## config.mk

```make
export PLATFORM = sky130hd
export DESIGN_NAME = scif_event_flags
export DESIGN_NICKNAME = d
export VERILOG_FILES = /design/src/inc/scif_pkg.sv /design/src/hdl/scif_event_flags.sv /design/src/hdl/scif_edge_detect.sv /design/src/hdl/scif_addr_decode.sv
export VERILOG_INCLUDE_DIRS = /design/src /design/src/inc
export SDC_FILE = /design/constraint.sdc
export NUM_CORES = 1
export LEC_CHECK = 0
export BUFFER_PORTS_ARGS = -buffer_cell sky130_fd_sc_hd__buf_2
export CAP_MARGIN = 40
export CORE_ASPECT_RATIO = 1.4
export CORE_MARGIN = 8
export CORE_UTILIZATION = 43
export DETAILED_ROUTE_END_ITERATION = 8
export PLACE_DENSITY = 0.77
export SYNTH_ARGS = -nofsm -noshare
export SYNTH_HDL_FRONTEND = slang
export SYNTH_SLANG_ARGS = --single-unit
```

## constraint.sdc

```tcl
create_clock -name clk -period 1.24 [get_ports clk]
set_clock_uncertainty 0.05 [all_clocks]
set_input_delay 0.248 -clock clk [delete_from_list [all_inputs] [get_ports clk]]
set_output_delay 0.248 -clock clk [all_outputs]
set_load 0.02 [all_outputs]
```

## src/inc/scif_defines.svh

```systemverilog
// Offsets, field positions and reset values of the clock/power event flag block.
// Assumes inclusion by bare name from any design or bench file.
`ifndef SCIF_DEFINES_SVH
`define SCIF_DEFINES_SVH

// Register offsets (byte addresses)
`define SCIF_OFF_ENCLR     8'h04
`define SCIF_OFF_ENSET     8'h05
`define SCIF_OFF_FLAGS     8'h08
`define SCIF_OFF_LIVE      8'h0C
`define SCIF_ADDR_W        8

// Flag field positions
`define SCIF_BIT_XOSC      0
`define SCIF_BIT_XOSC32K   1
`define SCIF_BIT_OSC32K    2
`define SCIF_BIT_OSC8M     3
`define SCIF_BIT_FLLRDY    4
`define SCIF_BIT_FLLOOB    5
`define SCIF_BIT_FLLFINE   6
`define SCIF_BIT_FLLCOARSE 7
`define SCIF_BIT_FLLRCS    8
`define SCIF_BIT_BORDY     9
`define SCIF_BIT_BODET     10
`define SCIF_BIT_BOSYNC    11
`define SCIF_BIT_PLLGAIN   15
`define SCIF_BIT_PLLLOST   16
`define SCIF_BIT_PLLTO     17

// Implemented bits: 17:15 and 11:0
`define SCIF_IMPL_MASK     32'h0003_8FFF
`define SCIF_FLAGS_RESET   32'h0000_0000
`define SCIF_EN_RESET      32'h0000_0000
`define SCIF_FLAG_W        18

`endif

```

## src/inc/scif_pkg.sv

```systemverilog
// Types for the clock/power event flag block.
// Assumes scif_defines.svh is compiled alongside.
`default_nettype none

package scif_pkg;

	// Register port request
	typedef struct packed {
		logic [7:0]  addr;
		logic [31:0] wdata;
		logic        wr;
		logic        rd;
	} scif_req_t;

	// Access kind decoded from the offset
	typedef enum logic [2:0] {
		SCIF_NONE,
		SCIF_ENCLR,
		SCIF_ENSET,
		SCIF_FLAGS,
		SCIF_LIVE
	} scif_sel_t;

endpackage : scif_pkg

`default_nettype wire

```

## src/hdl/scif_event_flags.sv

```systemverilog
// Clock/power event flags: sticky flags, enables, interrupt request.
// Assumes live status inputs synchronous to clk and a plain register port.
//
// Notes on behaviour
// - Writing one sets the crystal-ready enable
// - Enabled crystal-ready flag raises interrupt request
// - Reserved bits read zero; writes ignored
// - PLL timeout flag sets on rising status
// - PLL lock lost/gained flags set on rise
// - Brown-out flags set on rising status
// - FLL reference-stopped flag sets on rise
// - FLL coarse/fine lock flags set on rise
// - FLL out-of-bounds/ready flags set on rise
// - Oscillator ready flags set on rising status
// - Write one clears flag; zero keeps it
// - Request while flag and same enable set
// - Flags may be set at start; software clears
// - Live status visible as read-only register
// - Enable set and clear share one store
//
// The plain strobed port was decided locally.
`default_nettype none
`include "scif_defines.svh"

module scif_event_flags (
	// Clock and reset
	input  wire logic        clk,
	input  wire logic        nrst,
	// Register port
	input  wire logic [7:0]  addr,
	input  wire logic [31:0] wdata,
	input  wire logic        wr,
	input  wire logic        rd,
	output logic      [31:0] rdata,
	// Live status conditions
	input  wire logic [31:0] liveStatus,
	// Startup presets, taken once after reset release
	input  wire logic [31:0] startupFlags,
	// Interrupt
	output logic             irq
);

	typedef struct packed {
		logic [31:0] flags;
		logic [31:0] enable;
		logic [31:0] rdata;
		logic        started;
	} scif_flags_state_t;

	scif_flags_state_t   state;
	scif_flags_state_t   next_state;
	scif_pkg::scif_sel_t sel;
	logic [31:0]         rise;
	logic [31:0]         liveMasked;
	logic [31:0]         presetVec;
	logic [31:0]         setVec;
	logic [31:0]         clrVec;
	logic [31:0]         enSetVec;
	logic [31:0]         enClrVec;
	logic [31:0]         reqVec;
	logic                firstEdge;
	logic                flagWrite;
	logic                enSetWrite;
	logic                enClrWrite;

	// Write strobe aimed at one register; shared by every write path
	function automatic logic isWriteTo(
		input logic                wrIn,
		input scif_pkg::scif_sel_t selIn,
		input scif_pkg::scif_sel_t target
	);
		return wrIn && (selIn == target);
	endfunction : isWriteTo

	// Trim to implemented bits so reserved positions never report
	function automatic logic [31:0] implBits(
		input logic [31:0] value
	);
		return value & `SCIF_IMPL_MASK;
	endfunction : implBits

	// Reserved bits never store or report anything
	assign liveMasked = implBits(liveStatus);

	scif_addr_decode u_decode (
		.addr (addr),
		.sel  (sel)
	);

	// One detector covers every flag source
	scif_edge_detect #(
		.WIDTH (32)
	) u_edge (
		.clk   (clk),
		.nrst  (nrst),
		.level (liveMasked),
		.rise  (rise)
	);

	// Write decode and first-edge marker
	assign firstEdge  = !state.started;
	assign flagWrite  = isWriteTo(wr, sel, scif_pkg::SCIF_FLAGS);
	assign enSetWrite = isWriteTo(wr, sel, scif_pkg::SCIF_ENSET);
	assign enClrWrite = isWriteTo(wr, sel, scif_pkg::SCIF_ENCLR);

	// Fuse presets, applied on the first edge after reset only
	// Main crystal ready
	assign presetVec[`SCIF_BIT_XOSC] = firstEdge & startupFlags[`SCIF_BIT_XOSC];
	// 32 kHz crystal ready
	assign presetVec[`SCIF_BIT_XOSC32K] = firstEdge & startupFlags[`SCIF_BIT_XOSC32K];
	// 32 kHz internal oscillator ready
	assign presetVec[`SCIF_BIT_OSC32K] = firstEdge & startupFlags[`SCIF_BIT_OSC32K];
	// 8 MHz internal oscillator ready
	assign presetVec[`SCIF_BIT_OSC8M] = firstEdge & startupFlags[`SCIF_BIT_OSC8M];
	// FLL ready
	assign presetVec[`SCIF_BIT_FLLRDY] = firstEdge & startupFlags[`SCIF_BIT_FLLRDY];
	// FLL out of bounds
	assign presetVec[`SCIF_BIT_FLLOOB] = firstEdge & startupFlags[`SCIF_BIT_FLLOOB];
	// FLL fine lock
	assign presetVec[`SCIF_BIT_FLLFINE] = firstEdge & startupFlags[`SCIF_BIT_FLLFINE];
	// FLL coarse lock
	assign presetVec[`SCIF_BIT_FLLCOARSE] = firstEdge & startupFlags[`SCIF_BIT_FLLCOARSE];
	// FLL reference stopped
	assign presetVec[`SCIF_BIT_FLLRCS] = firstEdge & startupFlags[`SCIF_BIT_FLLRCS];
	// Brown-out ready
	assign presetVec[`SCIF_BIT_BORDY] = firstEdge & startupFlags[`SCIF_BIT_BORDY];
	// Brown-out detected
	assign presetVec[`SCIF_BIT_BODET] = firstEdge & startupFlags[`SCIF_BIT_BODET];
	// Brown-out sync ready
	assign presetVec[`SCIF_BIT_BOSYNC] = firstEdge & startupFlags[`SCIF_BIT_BOSYNC];
	// PLL lock gained
	assign presetVec[`SCIF_BIT_PLLGAIN] = firstEdge & startupFlags[`SCIF_BIT_PLLGAIN];
	// PLL lock lost
	assign presetVec[`SCIF_BIT_PLLLOST] = firstEdge & startupFlags[`SCIF_BIT_PLLLOST];
	// PLL lock timeout
	assign presetVec[`SCIF_BIT_PLLTO] = firstEdge & startupFlags[`SCIF_BIT_PLLTO];
	assign presetVec[31:18] = 14'h0000;
	assign presetVec[14:12] = 3'h0;

	// Per-source events; zero history means a level high at start counts
	// Main crystal ready
	assign setVec[`SCIF_BIT_XOSC] = rise[`SCIF_BIT_XOSC];
	// 32 kHz crystal ready
	assign setVec[`SCIF_BIT_XOSC32K] = rise[`SCIF_BIT_XOSC32K];
	// 32 kHz internal oscillator ready
	assign setVec[`SCIF_BIT_OSC32K] = rise[`SCIF_BIT_OSC32K];
	// 8 MHz internal oscillator ready
	assign setVec[`SCIF_BIT_OSC8M] = rise[`SCIF_BIT_OSC8M];
	// FLL ready
	assign setVec[`SCIF_BIT_FLLRDY] = rise[`SCIF_BIT_FLLRDY];
	// FLL out of bounds
	assign setVec[`SCIF_BIT_FLLOOB] = rise[`SCIF_BIT_FLLOOB];
	// FLL fine lock
	assign setVec[`SCIF_BIT_FLLFINE] = rise[`SCIF_BIT_FLLFINE];
	// FLL coarse lock
	assign setVec[`SCIF_BIT_FLLCOARSE] = rise[`SCIF_BIT_FLLCOARSE];
	// FLL reference stopped
	assign setVec[`SCIF_BIT_FLLRCS] = rise[`SCIF_BIT_FLLRCS];
	// Brown-out ready
	assign setVec[`SCIF_BIT_BORDY] = rise[`SCIF_BIT_BORDY];
	// Brown-out detected
	assign setVec[`SCIF_BIT_BODET] = rise[`SCIF_BIT_BODET];
	// Brown-out sync ready
	assign setVec[`SCIF_BIT_BOSYNC] = rise[`SCIF_BIT_BOSYNC];
	// PLL lock gained
	assign setVec[`SCIF_BIT_PLLGAIN] = rise[`SCIF_BIT_PLLGAIN];
	// PLL lock lost
	assign setVec[`SCIF_BIT_PLLLOST] = rise[`SCIF_BIT_PLLLOST];
	// PLL lock timeout
	assign setVec[`SCIF_BIT_PLLTO] = rise[`SCIF_BIT_PLLTO];
	assign setVec[31:18] = 14'h0000;
	assign setVec[14:12] = 3'h0;

	// Write-one clears; a zero bit leaves its flag alone
	// Main crystal ready
	assign clrVec[`SCIF_BIT_XOSC] = flagWrite & wdata[`SCIF_BIT_XOSC];
	// 32 kHz crystal ready
	assign clrVec[`SCIF_BIT_XOSC32K] = flagWrite & wdata[`SCIF_BIT_XOSC32K];
	// 32 kHz internal oscillator ready
	assign clrVec[`SCIF_BIT_OSC32K] = flagWrite & wdata[`SCIF_BIT_OSC32K];
	// 8 MHz internal oscillator ready
	assign clrVec[`SCIF_BIT_OSC8M] = flagWrite & wdata[`SCIF_BIT_OSC8M];
	// FLL ready
	assign clrVec[`SCIF_BIT_FLLRDY] = flagWrite & wdata[`SCIF_BIT_FLLRDY];
	// FLL out of bounds
	assign clrVec[`SCIF_BIT_FLLOOB] = flagWrite & wdata[`SCIF_BIT_FLLOOB];
	// FLL fine lock
	assign clrVec[`SCIF_BIT_FLLFINE] = flagWrite & wdata[`SCIF_BIT_FLLFINE];
	// FLL coarse lock
	assign clrVec[`SCIF_BIT_FLLCOARSE] = flagWrite & wdata[`SCIF_BIT_FLLCOARSE];
	// FLL reference stopped
	assign clrVec[`SCIF_BIT_FLLRCS] = flagWrite & wdata[`SCIF_BIT_FLLRCS];
	// Brown-out ready
	assign clrVec[`SCIF_BIT_BORDY] = flagWrite & wdata[`SCIF_BIT_BORDY];
	// Brown-out detected
	assign clrVec[`SCIF_BIT_BODET] = flagWrite & wdata[`SCIF_BIT_BODET];
	// Brown-out sync ready
	assign clrVec[`SCIF_BIT_BOSYNC] = flagWrite & wdata[`SCIF_BIT_BOSYNC];
	// PLL lock gained
	assign clrVec[`SCIF_BIT_PLLGAIN] = flagWrite & wdata[`SCIF_BIT_PLLGAIN];
	// PLL lock lost
	assign clrVec[`SCIF_BIT_PLLLOST] = flagWrite & wdata[`SCIF_BIT_PLLLOST];
	// PLL lock timeout
	assign clrVec[`SCIF_BIT_PLLTO] = flagWrite & wdata[`SCIF_BIT_PLLTO];
	assign clrVec[31:18] = 14'h0000;
	assign clrVec[14:12] = 3'h0;

	// Enable set bits; software never needs a read-modify-write
	// Main crystal ready
	assign enSetVec[`SCIF_BIT_XOSC] = enSetWrite & wdata[`SCIF_BIT_XOSC];
	// 32 kHz crystal ready
	assign enSetVec[`SCIF_BIT_XOSC32K] = enSetWrite & wdata[`SCIF_BIT_XOSC32K];
	// 32 kHz internal oscillator ready
	assign enSetVec[`SCIF_BIT_OSC32K] = enSetWrite & wdata[`SCIF_BIT_OSC32K];
	// 8 MHz internal oscillator ready
	assign enSetVec[`SCIF_BIT_OSC8M] = enSetWrite & wdata[`SCIF_BIT_OSC8M];
	// FLL ready
	assign enSetVec[`SCIF_BIT_FLLRDY] = enSetWrite & wdata[`SCIF_BIT_FLLRDY];
	// FLL out of bounds
	assign enSetVec[`SCIF_BIT_FLLOOB] = enSetWrite & wdata[`SCIF_BIT_FLLOOB];
	// FLL fine lock
	assign enSetVec[`SCIF_BIT_FLLFINE] = enSetWrite & wdata[`SCIF_BIT_FLLFINE];
	// FLL coarse lock
	assign enSetVec[`SCIF_BIT_FLLCOARSE] = enSetWrite & wdata[`SCIF_BIT_FLLCOARSE];
	// FLL reference stopped
	assign enSetVec[`SCIF_BIT_FLLRCS] = enSetWrite & wdata[`SCIF_BIT_FLLRCS];
	// Brown-out ready
	assign enSetVec[`SCIF_BIT_BORDY] = enSetWrite & wdata[`SCIF_BIT_BORDY];
	// Brown-out detected
	assign enSetVec[`SCIF_BIT_BODET] = enSetWrite & wdata[`SCIF_BIT_BODET];
	// Brown-out sync ready
	assign enSetVec[`SCIF_BIT_BOSYNC] = enSetWrite & wdata[`SCIF_BIT_BOSYNC];
	// PLL lock gained
	assign enSetVec[`SCIF_BIT_PLLGAIN] = enSetWrite & wdata[`SCIF_BIT_PLLGAIN];
	// PLL lock lost
	assign enSetVec[`SCIF_BIT_PLLLOST] = enSetWrite & wdata[`SCIF_BIT_PLLLOST];
	// PLL lock timeout
	assign enSetVec[`SCIF_BIT_PLLTO] = enSetWrite & wdata[`SCIF_BIT_PLLTO];
	assign enSetVec[31:18] = 14'h0000;
	assign enSetVec[14:12] = 3'h0;

	// Enable clear bits act on the same store as the set path
	// Main crystal ready
	assign enClrVec[`SCIF_BIT_XOSC] = enClrWrite & wdata[`SCIF_BIT_XOSC];
	// 32 kHz crystal ready
	assign enClrVec[`SCIF_BIT_XOSC32K] = enClrWrite & wdata[`SCIF_BIT_XOSC32K];
	// 32 kHz internal oscillator ready
	assign enClrVec[`SCIF_BIT_OSC32K] = enClrWrite & wdata[`SCIF_BIT_OSC32K];
	// 8 MHz internal oscillator ready
	assign enClrVec[`SCIF_BIT_OSC8M] = enClrWrite & wdata[`SCIF_BIT_OSC8M];
	// FLL ready
	assign enClrVec[`SCIF_BIT_FLLRDY] = enClrWrite & wdata[`SCIF_BIT_FLLRDY];
	// FLL out of bounds
	assign enClrVec[`SCIF_BIT_FLLOOB] = enClrWrite & wdata[`SCIF_BIT_FLLOOB];
	// FLL fine lock
	assign enClrVec[`SCIF_BIT_FLLFINE] = enClrWrite & wdata[`SCIF_BIT_FLLFINE];
	// FLL coarse lock
	assign enClrVec[`SCIF_BIT_FLLCOARSE] = enClrWrite & wdata[`SCIF_BIT_FLLCOARSE];
	// FLL reference stopped
	assign enClrVec[`SCIF_BIT_FLLRCS] = enClrWrite & wdata[`SCIF_BIT_FLLRCS];
	// Brown-out ready
	assign enClrVec[`SCIF_BIT_BORDY] = enClrWrite & wdata[`SCIF_BIT_BORDY];
	// Brown-out detected
	assign enClrVec[`SCIF_BIT_BODET] = enClrWrite & wdata[`SCIF_BIT_BODET];
	// Brown-out sync ready
	assign enClrVec[`SCIF_BIT_BOSYNC] = enClrWrite & wdata[`SCIF_BIT_BOSYNC];
	// PLL lock gained
	assign enClrVec[`SCIF_BIT_PLLGAIN] = enClrWrite & wdata[`SCIF_BIT_PLLGAIN];
	// PLL lock lost
	assign enClrVec[`SCIF_BIT_PLLLOST] = enClrWrite & wdata[`SCIF_BIT_PLLLOST];
	// PLL lock timeout
	assign enClrVec[`SCIF_BIT_PLLTO] = enClrWrite & wdata[`SCIF_BIT_PLLTO];
	assign enClrVec[31:18] = 14'h0000;
	assign enClrVec[14:12] = 3'h0;

	// Per-flag requests, merged into the one level output
	// Main crystal ready
	assign reqVec[`SCIF_BIT_XOSC] = state.flags[`SCIF_BIT_XOSC] & state.enable[`SCIF_BIT_XOSC];
	// 32 kHz crystal ready
	assign reqVec[`SCIF_BIT_XOSC32K] = state.flags[1] & state.enable[1];
	// 32 kHz internal oscillator ready
	assign reqVec[`SCIF_BIT_OSC32K] = state.flags[2] & state.enable[2];
	// 8 MHz internal oscillator ready
	assign reqVec[`SCIF_BIT_OSC8M] = state.flags[3] & state.enable[3];
	// FLL ready
	assign reqVec[`SCIF_BIT_FLLRDY] = state.flags[4] & state.enable[4];
	// FLL out of bounds
	assign reqVec[`SCIF_BIT_FLLOOB] = state.flags[5] & state.enable[5];
	// FLL fine lock
	assign reqVec[`SCIF_BIT_FLLFINE] = state.flags[6] & state.enable[6];
	// FLL coarse lock
	assign reqVec[`SCIF_BIT_FLLCOARSE] = state.flags[7] & state.enable[7];
	// FLL reference stopped
	assign reqVec[`SCIF_BIT_FLLRCS] = state.flags[8] & state.enable[8];
	// Brown-out ready
	assign reqVec[`SCIF_BIT_BORDY] = state.flags[9] & state.enable[9];
	// Brown-out detected
	assign reqVec[`SCIF_BIT_BODET] = state.flags[10] & state.enable[10];
	// Brown-out sync ready
	assign reqVec[`SCIF_BIT_BOSYNC] = state.flags[11] & state.enable[11];
	// PLL lock gained
	assign reqVec[`SCIF_BIT_PLLGAIN] = state.flags[15] & state.enable[15];
	// PLL lock lost
	assign reqVec[`SCIF_BIT_PLLLOST] = state.flags[16] & state.enable[16];
	// PLL lock timeout
	assign reqVec[`SCIF_BIT_PLLTO] = state.flags[17] & state.enable[17];
	assign reqVec[31:18] = 14'h0000;
	assign reqVec[14:12] = 3'h0;

	// Next register state
	always_comb begin
		next_state = state;
		next_state.started = 1'b1;
		// Clear first, then set, so a same-cycle edge survives
		next_state.flags = state.flags & ~clrVec;
		next_state.flags = next_state.flags | setVec | presetVec;
		next_state.enable = state.enable | enSetVec;
		next_state.enable = next_state.enable & ~enClrVec;
		// Read data registered; unmapped offsets answer zero
		next_state.rdata = 32'h0000_0000;
		if (rd) begin
			case (sel)
				scif_pkg::SCIF_ENCLR: begin
					next_state.rdata = state.enable;
				end
				scif_pkg::SCIF_ENSET: begin
					next_state.rdata = state.enable;
				end
				scif_pkg::SCIF_FLAGS: begin
					next_state.rdata = implBits(state.flags);
				end
				scif_pkg::SCIF_LIVE: begin
					next_state.rdata = liveMasked;
				end
				default: begin
					next_state.rdata = 32'h0000_0000;
				end
			endcase
		end
	end

	always_ff @(posedge clk or negedge nrst) begin
		if (!nrst) begin
			state.flags   <= `SCIF_FLAGS_RESET;
			state.enable  <= `SCIF_EN_RESET;
			state.rdata   <= 32'h0000_0000;
			state.started <= 1'b0;
		end else begin
			state <= next_state;
		end
	end

	assign rdata = state.rdata;
	// Level request while any enabled flag stands
	assign irq = |reqVec;

endmodule : scif_event_flags

`default_nettype wire

```

## src/hdl/scif_edge_detect.sv

```systemverilog
// Rising-edge detector for the live status vector.
// Assumes status inputs are synchronous to clk.
`default_nettype none
`include "scif_defines.svh"

module scif_edge_detect #(
	parameter int WIDTH = 32
) (
	// Clock and reset
	input  wire logic             clk,
	input  wire logic             nrst,
	// Status in, edge pulses out
	input  wire logic [WIDTH-1:0] level,
	output logic      [WIDTH-1:0] rise
);

	typedef struct packed {
		logic [WIDTH-1:0] prev;
	} scif_edge_state_t;

	scif_edge_state_t state;
	scif_edge_state_t next_state;

	// Previous sample; reset to zero so a high level at start counts as edge
	always_comb begin
		next_state.prev = level;
	end

	always_ff @(posedge clk or negedge nrst) begin
		if (!nrst) begin
			state <= '0;
		end else begin
			state <= next_state;
		end
	end

	// Edge pulse, one cycle
	assign rise = level & ~state.prev;

endmodule : scif_edge_detect

`default_nettype wire

```

## src/hdl/scif_addr_decode.sv

```systemverilog
// Offset decoder for the event flag register port.
// Assumes offsets from scif_defines.svh.
`default_nettype none
`include "scif_defines.svh"

module scif_addr_decode (
	// Offset in
	input  wire logic [7:0]       addr,
	// Decoded register
	output scif_pkg::scif_sel_t   sel
);

	// Priority chain over known offsets
	always_comb begin
		if (addr == `SCIF_OFF_ENCLR) begin
			sel = scif_pkg::SCIF_ENCLR;
		end else if (addr == `SCIF_OFF_ENSET) begin
			sel = scif_pkg::SCIF_ENSET;
		end else if (addr == `SCIF_OFF_FLAGS) begin
			sel = scif_pkg::SCIF_FLAGS;
		end else if (addr == `SCIF_OFF_LIVE) begin
			sel = scif_pkg::SCIF_LIVE;
		end else begin
			sel = scif_pkg::SCIF_NONE;
		end
	end

endmodule : scif_addr_decode

`default_nettype wire

```

==> run summary <==
The run finished, with violations left. The checks that failed: setup timing. Initial antenna violation count: 0.

Global routing finished with a remaining overflow of 0. The category of the worst setup path launch point is a flip-flop. Row generation in the floorplan step produced 37 rows. The data arrival time at the worst-slack endpoint is 1570 ps. Summed over all instances, the cell type with the most area after synthesis is sky130_fd_sc_hd__dfrtp_1. The logs give 1530 um2 for the flip-flop and latch area and 7270 um2 for the core outline area. After synthesis, the largest family of logic cells by area is simple AND/OR/NAND/NOR gates. The fraction of layout instances using a drive strength above 1 works out to 0.455. The worst vdd rail ir drop was 0.654 mV. Traced cell by cell, the critical path runs through a222oi_1 > and3_1 > nand4_1 > buf_2. Setup repair after global routing could not meet its margin everywhere. Counting the fill cells in the layout gives 614.

The post-synthesis instance total was 277; the largest driver fanout on the critical path was 2. The synthesized design contains 61 register bits. Once detail routing completed, the nets flagged for antenna violations numbered 0.

The die covers 10400 um2. From left edge to right edge, the die measures 88.5 um. In this run, the number of DRC markers left after iteration 0 of detailed routing was 128. The max capacitance violation total was 0; the minimum hold slack was 94.1 ps. The tightest min-delay check is of the in -> reg type.

The tools report the final core utilization as 0.599. The worst-path cell with the longest stage delay is sky130_fd_sc_hd__dfrtp_1. The initial cell density of the core came out at 0.436.

The critical path's top delay family was flip-flops. Adder and majority cell fraction of the synthesized area: 0. The placed instance area is 3900 um2, and the power density over the cells is 1090 nW/um2.

Entering global routing, the biggest net connects 29 pins. Post-synthesis share of cell area spent on xor and xnor gates: 0. The cell area that synthesis handed to floorplanning was 3170 um2. The last weighted congestion value of the routability-driven placer is 0.858, and the compound-gate portion of the synthesized area is 0.0940.

For this run, the post-layout net count is 514. The leakage power figure was 2.00 nW. The proportion of netlist area held by the largest area contributor is 0.482. TritonCTS built the clock tree. The worst path in the final design needs a cycle of 1870 ps, including I/O delays and setup. CTS saw 61 sinks. In this run, CTS created clock tree buffers numbering 9. Post-synthesis sequential area ratio: 0.482.

The logs give 14000 um for the wire length of the first global-routing pass and 940 ps for the data required time of the critical path. The via count of the first global-routing pass is 2806, and the mean area per synthesized cell is 11.4 um2. In the final routed layout, each cell accounts on average for 17.4 um.

Clock latency on the worst-skew pair, taken at its later pin, is 340 ps. The tools report the global-route usage over all layers as 0.174. In the routed layout, each cell is associated on average with a via count of 5.19.

The vertical extent of the die was 118 um. The multiplexer fraction of the synthesized cell area was 0.116. The count of input and output buffers was 72. The slack of the critical path came out at -633 ps. The tools report the count of TritonRoute iterations in the first routing pass as 4. The final worst-path cycle share came out at 1.51. The fmax was 534 MHz. Ranked by total cell area, the synthesized netlist is headed by sky130_fd_sc_hd__dfrtp_1, sky130_fd_sc_hd__nand3_1, sky130_fd_sc_hd__buf_4.

The routed wire length came out at 8850 um. The worst setup path is captured at a primary output. Counting along the longest clock path gives a buffer depth of 2.

The setup path with the least slack is of type reg -> out. Number of ports placed on the die boundary: 141. The tools report the worst setup slack before clock tree synthesis as -311 ps. The run gives 0 as the count of warnings emitted by yosys. The number of setup violations in the final report is 1, and the buffer and inverter count on the worst path is 1. In the routed design, unresolved DRC markers number 0.

The number of antenna diodes in the final layout is 0. The total non-filler cell area in the finished layout came out at 4350 um2. Basic-gate share of the synthesized area counting and, or, nand and nor cells: 0.193. The clock tree synthesis step divided the H-tree into 3 levels.

The logs give 0 for the count of final hold-check violations and 1360 um2 for the area occupied by multi-input gates. After clock tree synthesis, the clock-pin slew on the worst setup and hold paths is 70 ps. From synthesis to final layout, the design area changed by 37.3%.

Maximum cell stage delay along the critical path: 390 ps. Yosys mapped the design onto 28 distinct sky130hd cell types. For the number of pins with negative max-slew slack in the final report, the log shows 0. The detailed router placed 2634 vias in this run. Detailed placement ended at an HPWL of 6290 um.

The tree is rooted in a sky130_fd_sc_hd__clkbuf_8.
-- kinds of logic after synthesis --
| logic type | Yosys count |
|---|---|
| simple gates | 95 |
| compound gates | 38 |
| other cells | 2 |
| mux | 30 |
| flops | 61 |
| buf+inv | 51 |
-- worst register-to-register path: cells and delay by family, from the launching register on --
| kind | cells | cell delay [ps] |
|---|---|---|
| DFF | 1 | 400 |
| muxes | 1 | 270 |
| buffers and inverters | 1 | 150 |
| and+or+nand+nor | 1 | 80 |
| AOI/OAI and AO/OA | 1 | 70 |
-- metrics by stage --
stage | total power, mW | TNS (ps) | cells
final | 4.72 | -633 | 508
after global routing | 4.87 | -733 | 508
after CTS | 4.74 | -668 | 505
after detailed placement | 2.70 | -11200 | 473
after global placement | 2.68 | -9740 | 473
after floorplan | 2.41 | -1780 | 293
-- cell usage after synthesis, drive strengths merged --
cell type,number
dfrtp,61
nand3,55
buf,44
mux2,30
nor2b,18
a21oi,15
a221o,15
and3b,10
nand4,6
clkbuf,5
a22oi,4
nor4b,3
conb,2
a221oi,1
a222oi,1
a22o,1
and3,1
dlymetal6s2s,1
inv,1
nor2,1
nor3,1
o2111ai,1
-- final timing paths --
path	from	to	slack (ps)	cells past startpoint
max	state[44]	irq	-630	4
max in group asynchronous	nrst	rdata[11]	370	3
min reg2reg	state[75]	state[75]	510	1
min in group asynchronous	nrst	rdata[17]	310	2
max reg2reg	state[72]	rdata[7]	100	4
min	startupFlags[10]	state[75]	90	2
-- per-layer routing --
layer,part of all wire,global-route usage,vias to the layer above
li1,-,-,1227
met1,0.39,0.206,1303
met2,0.51,0.283,87
met5,0,0,-
met3,0.067,0.0433,17
met4,0.024,0.0818,0
-- flip-flops by register name, summed over array words and instances, names as in the netlist --
name	cells
u_edge.state	15
rdata	15
state	31
-- area by class of cell --
cell class | count | share of cell area
sequential | 61 | 0.351
tap | 97 | 0.0279
multi-input combinational | 181 | 0.312
clock inverter | 4 | 0.0161
timing repair buffer | 152 | 0.256
clock buffer | 12 | 0.0357
inverter | 1 | 0.000863
-- what timing repair did --
item / 4_1_cts / 5_1_grt
pin swaps: 1 / 1
hold buffers: 16 / 0
buffers inserted: 0 / 1
hold endpoints to repair: 26 / 0
cloned: 0 / 2
setup endpoints to repair: 1 / 4
gates resized for setup: 0 / 1
-- cells in the final DEF, fill, tap and decap left out, types with 11 or more instances in the layout --
cell,instances
sky130_fd_sc_hd__nand3_1,52
sky130_fd_sc_hd__dlygate4sd3_1,16
sky130_fd_sc_hd__mux2_2,20
sky130_fd_sc_hd__a21oi_1,15
sky130_fd_sc_hd__buf_2,72
sky130_fd_sc_hd__dfrtp_1,61
sky130_fd_sc_hd__buf_4,55
sky130_fd_sc_hd__a221o_1,15
sky130_fd_sc_hd__nor2b_1,18
sky130_fd_sc_hd__clkbuf_8,11
sky130_fd_sc_hd__conb_1,18
-- power by group --
part	switching, mW	internal, mW
Sequential	0.0241	2.04
Combinational	0.335	0.319
Clock	0.771	1.23
Note: power is estimated with default switching activity, not from simulation.
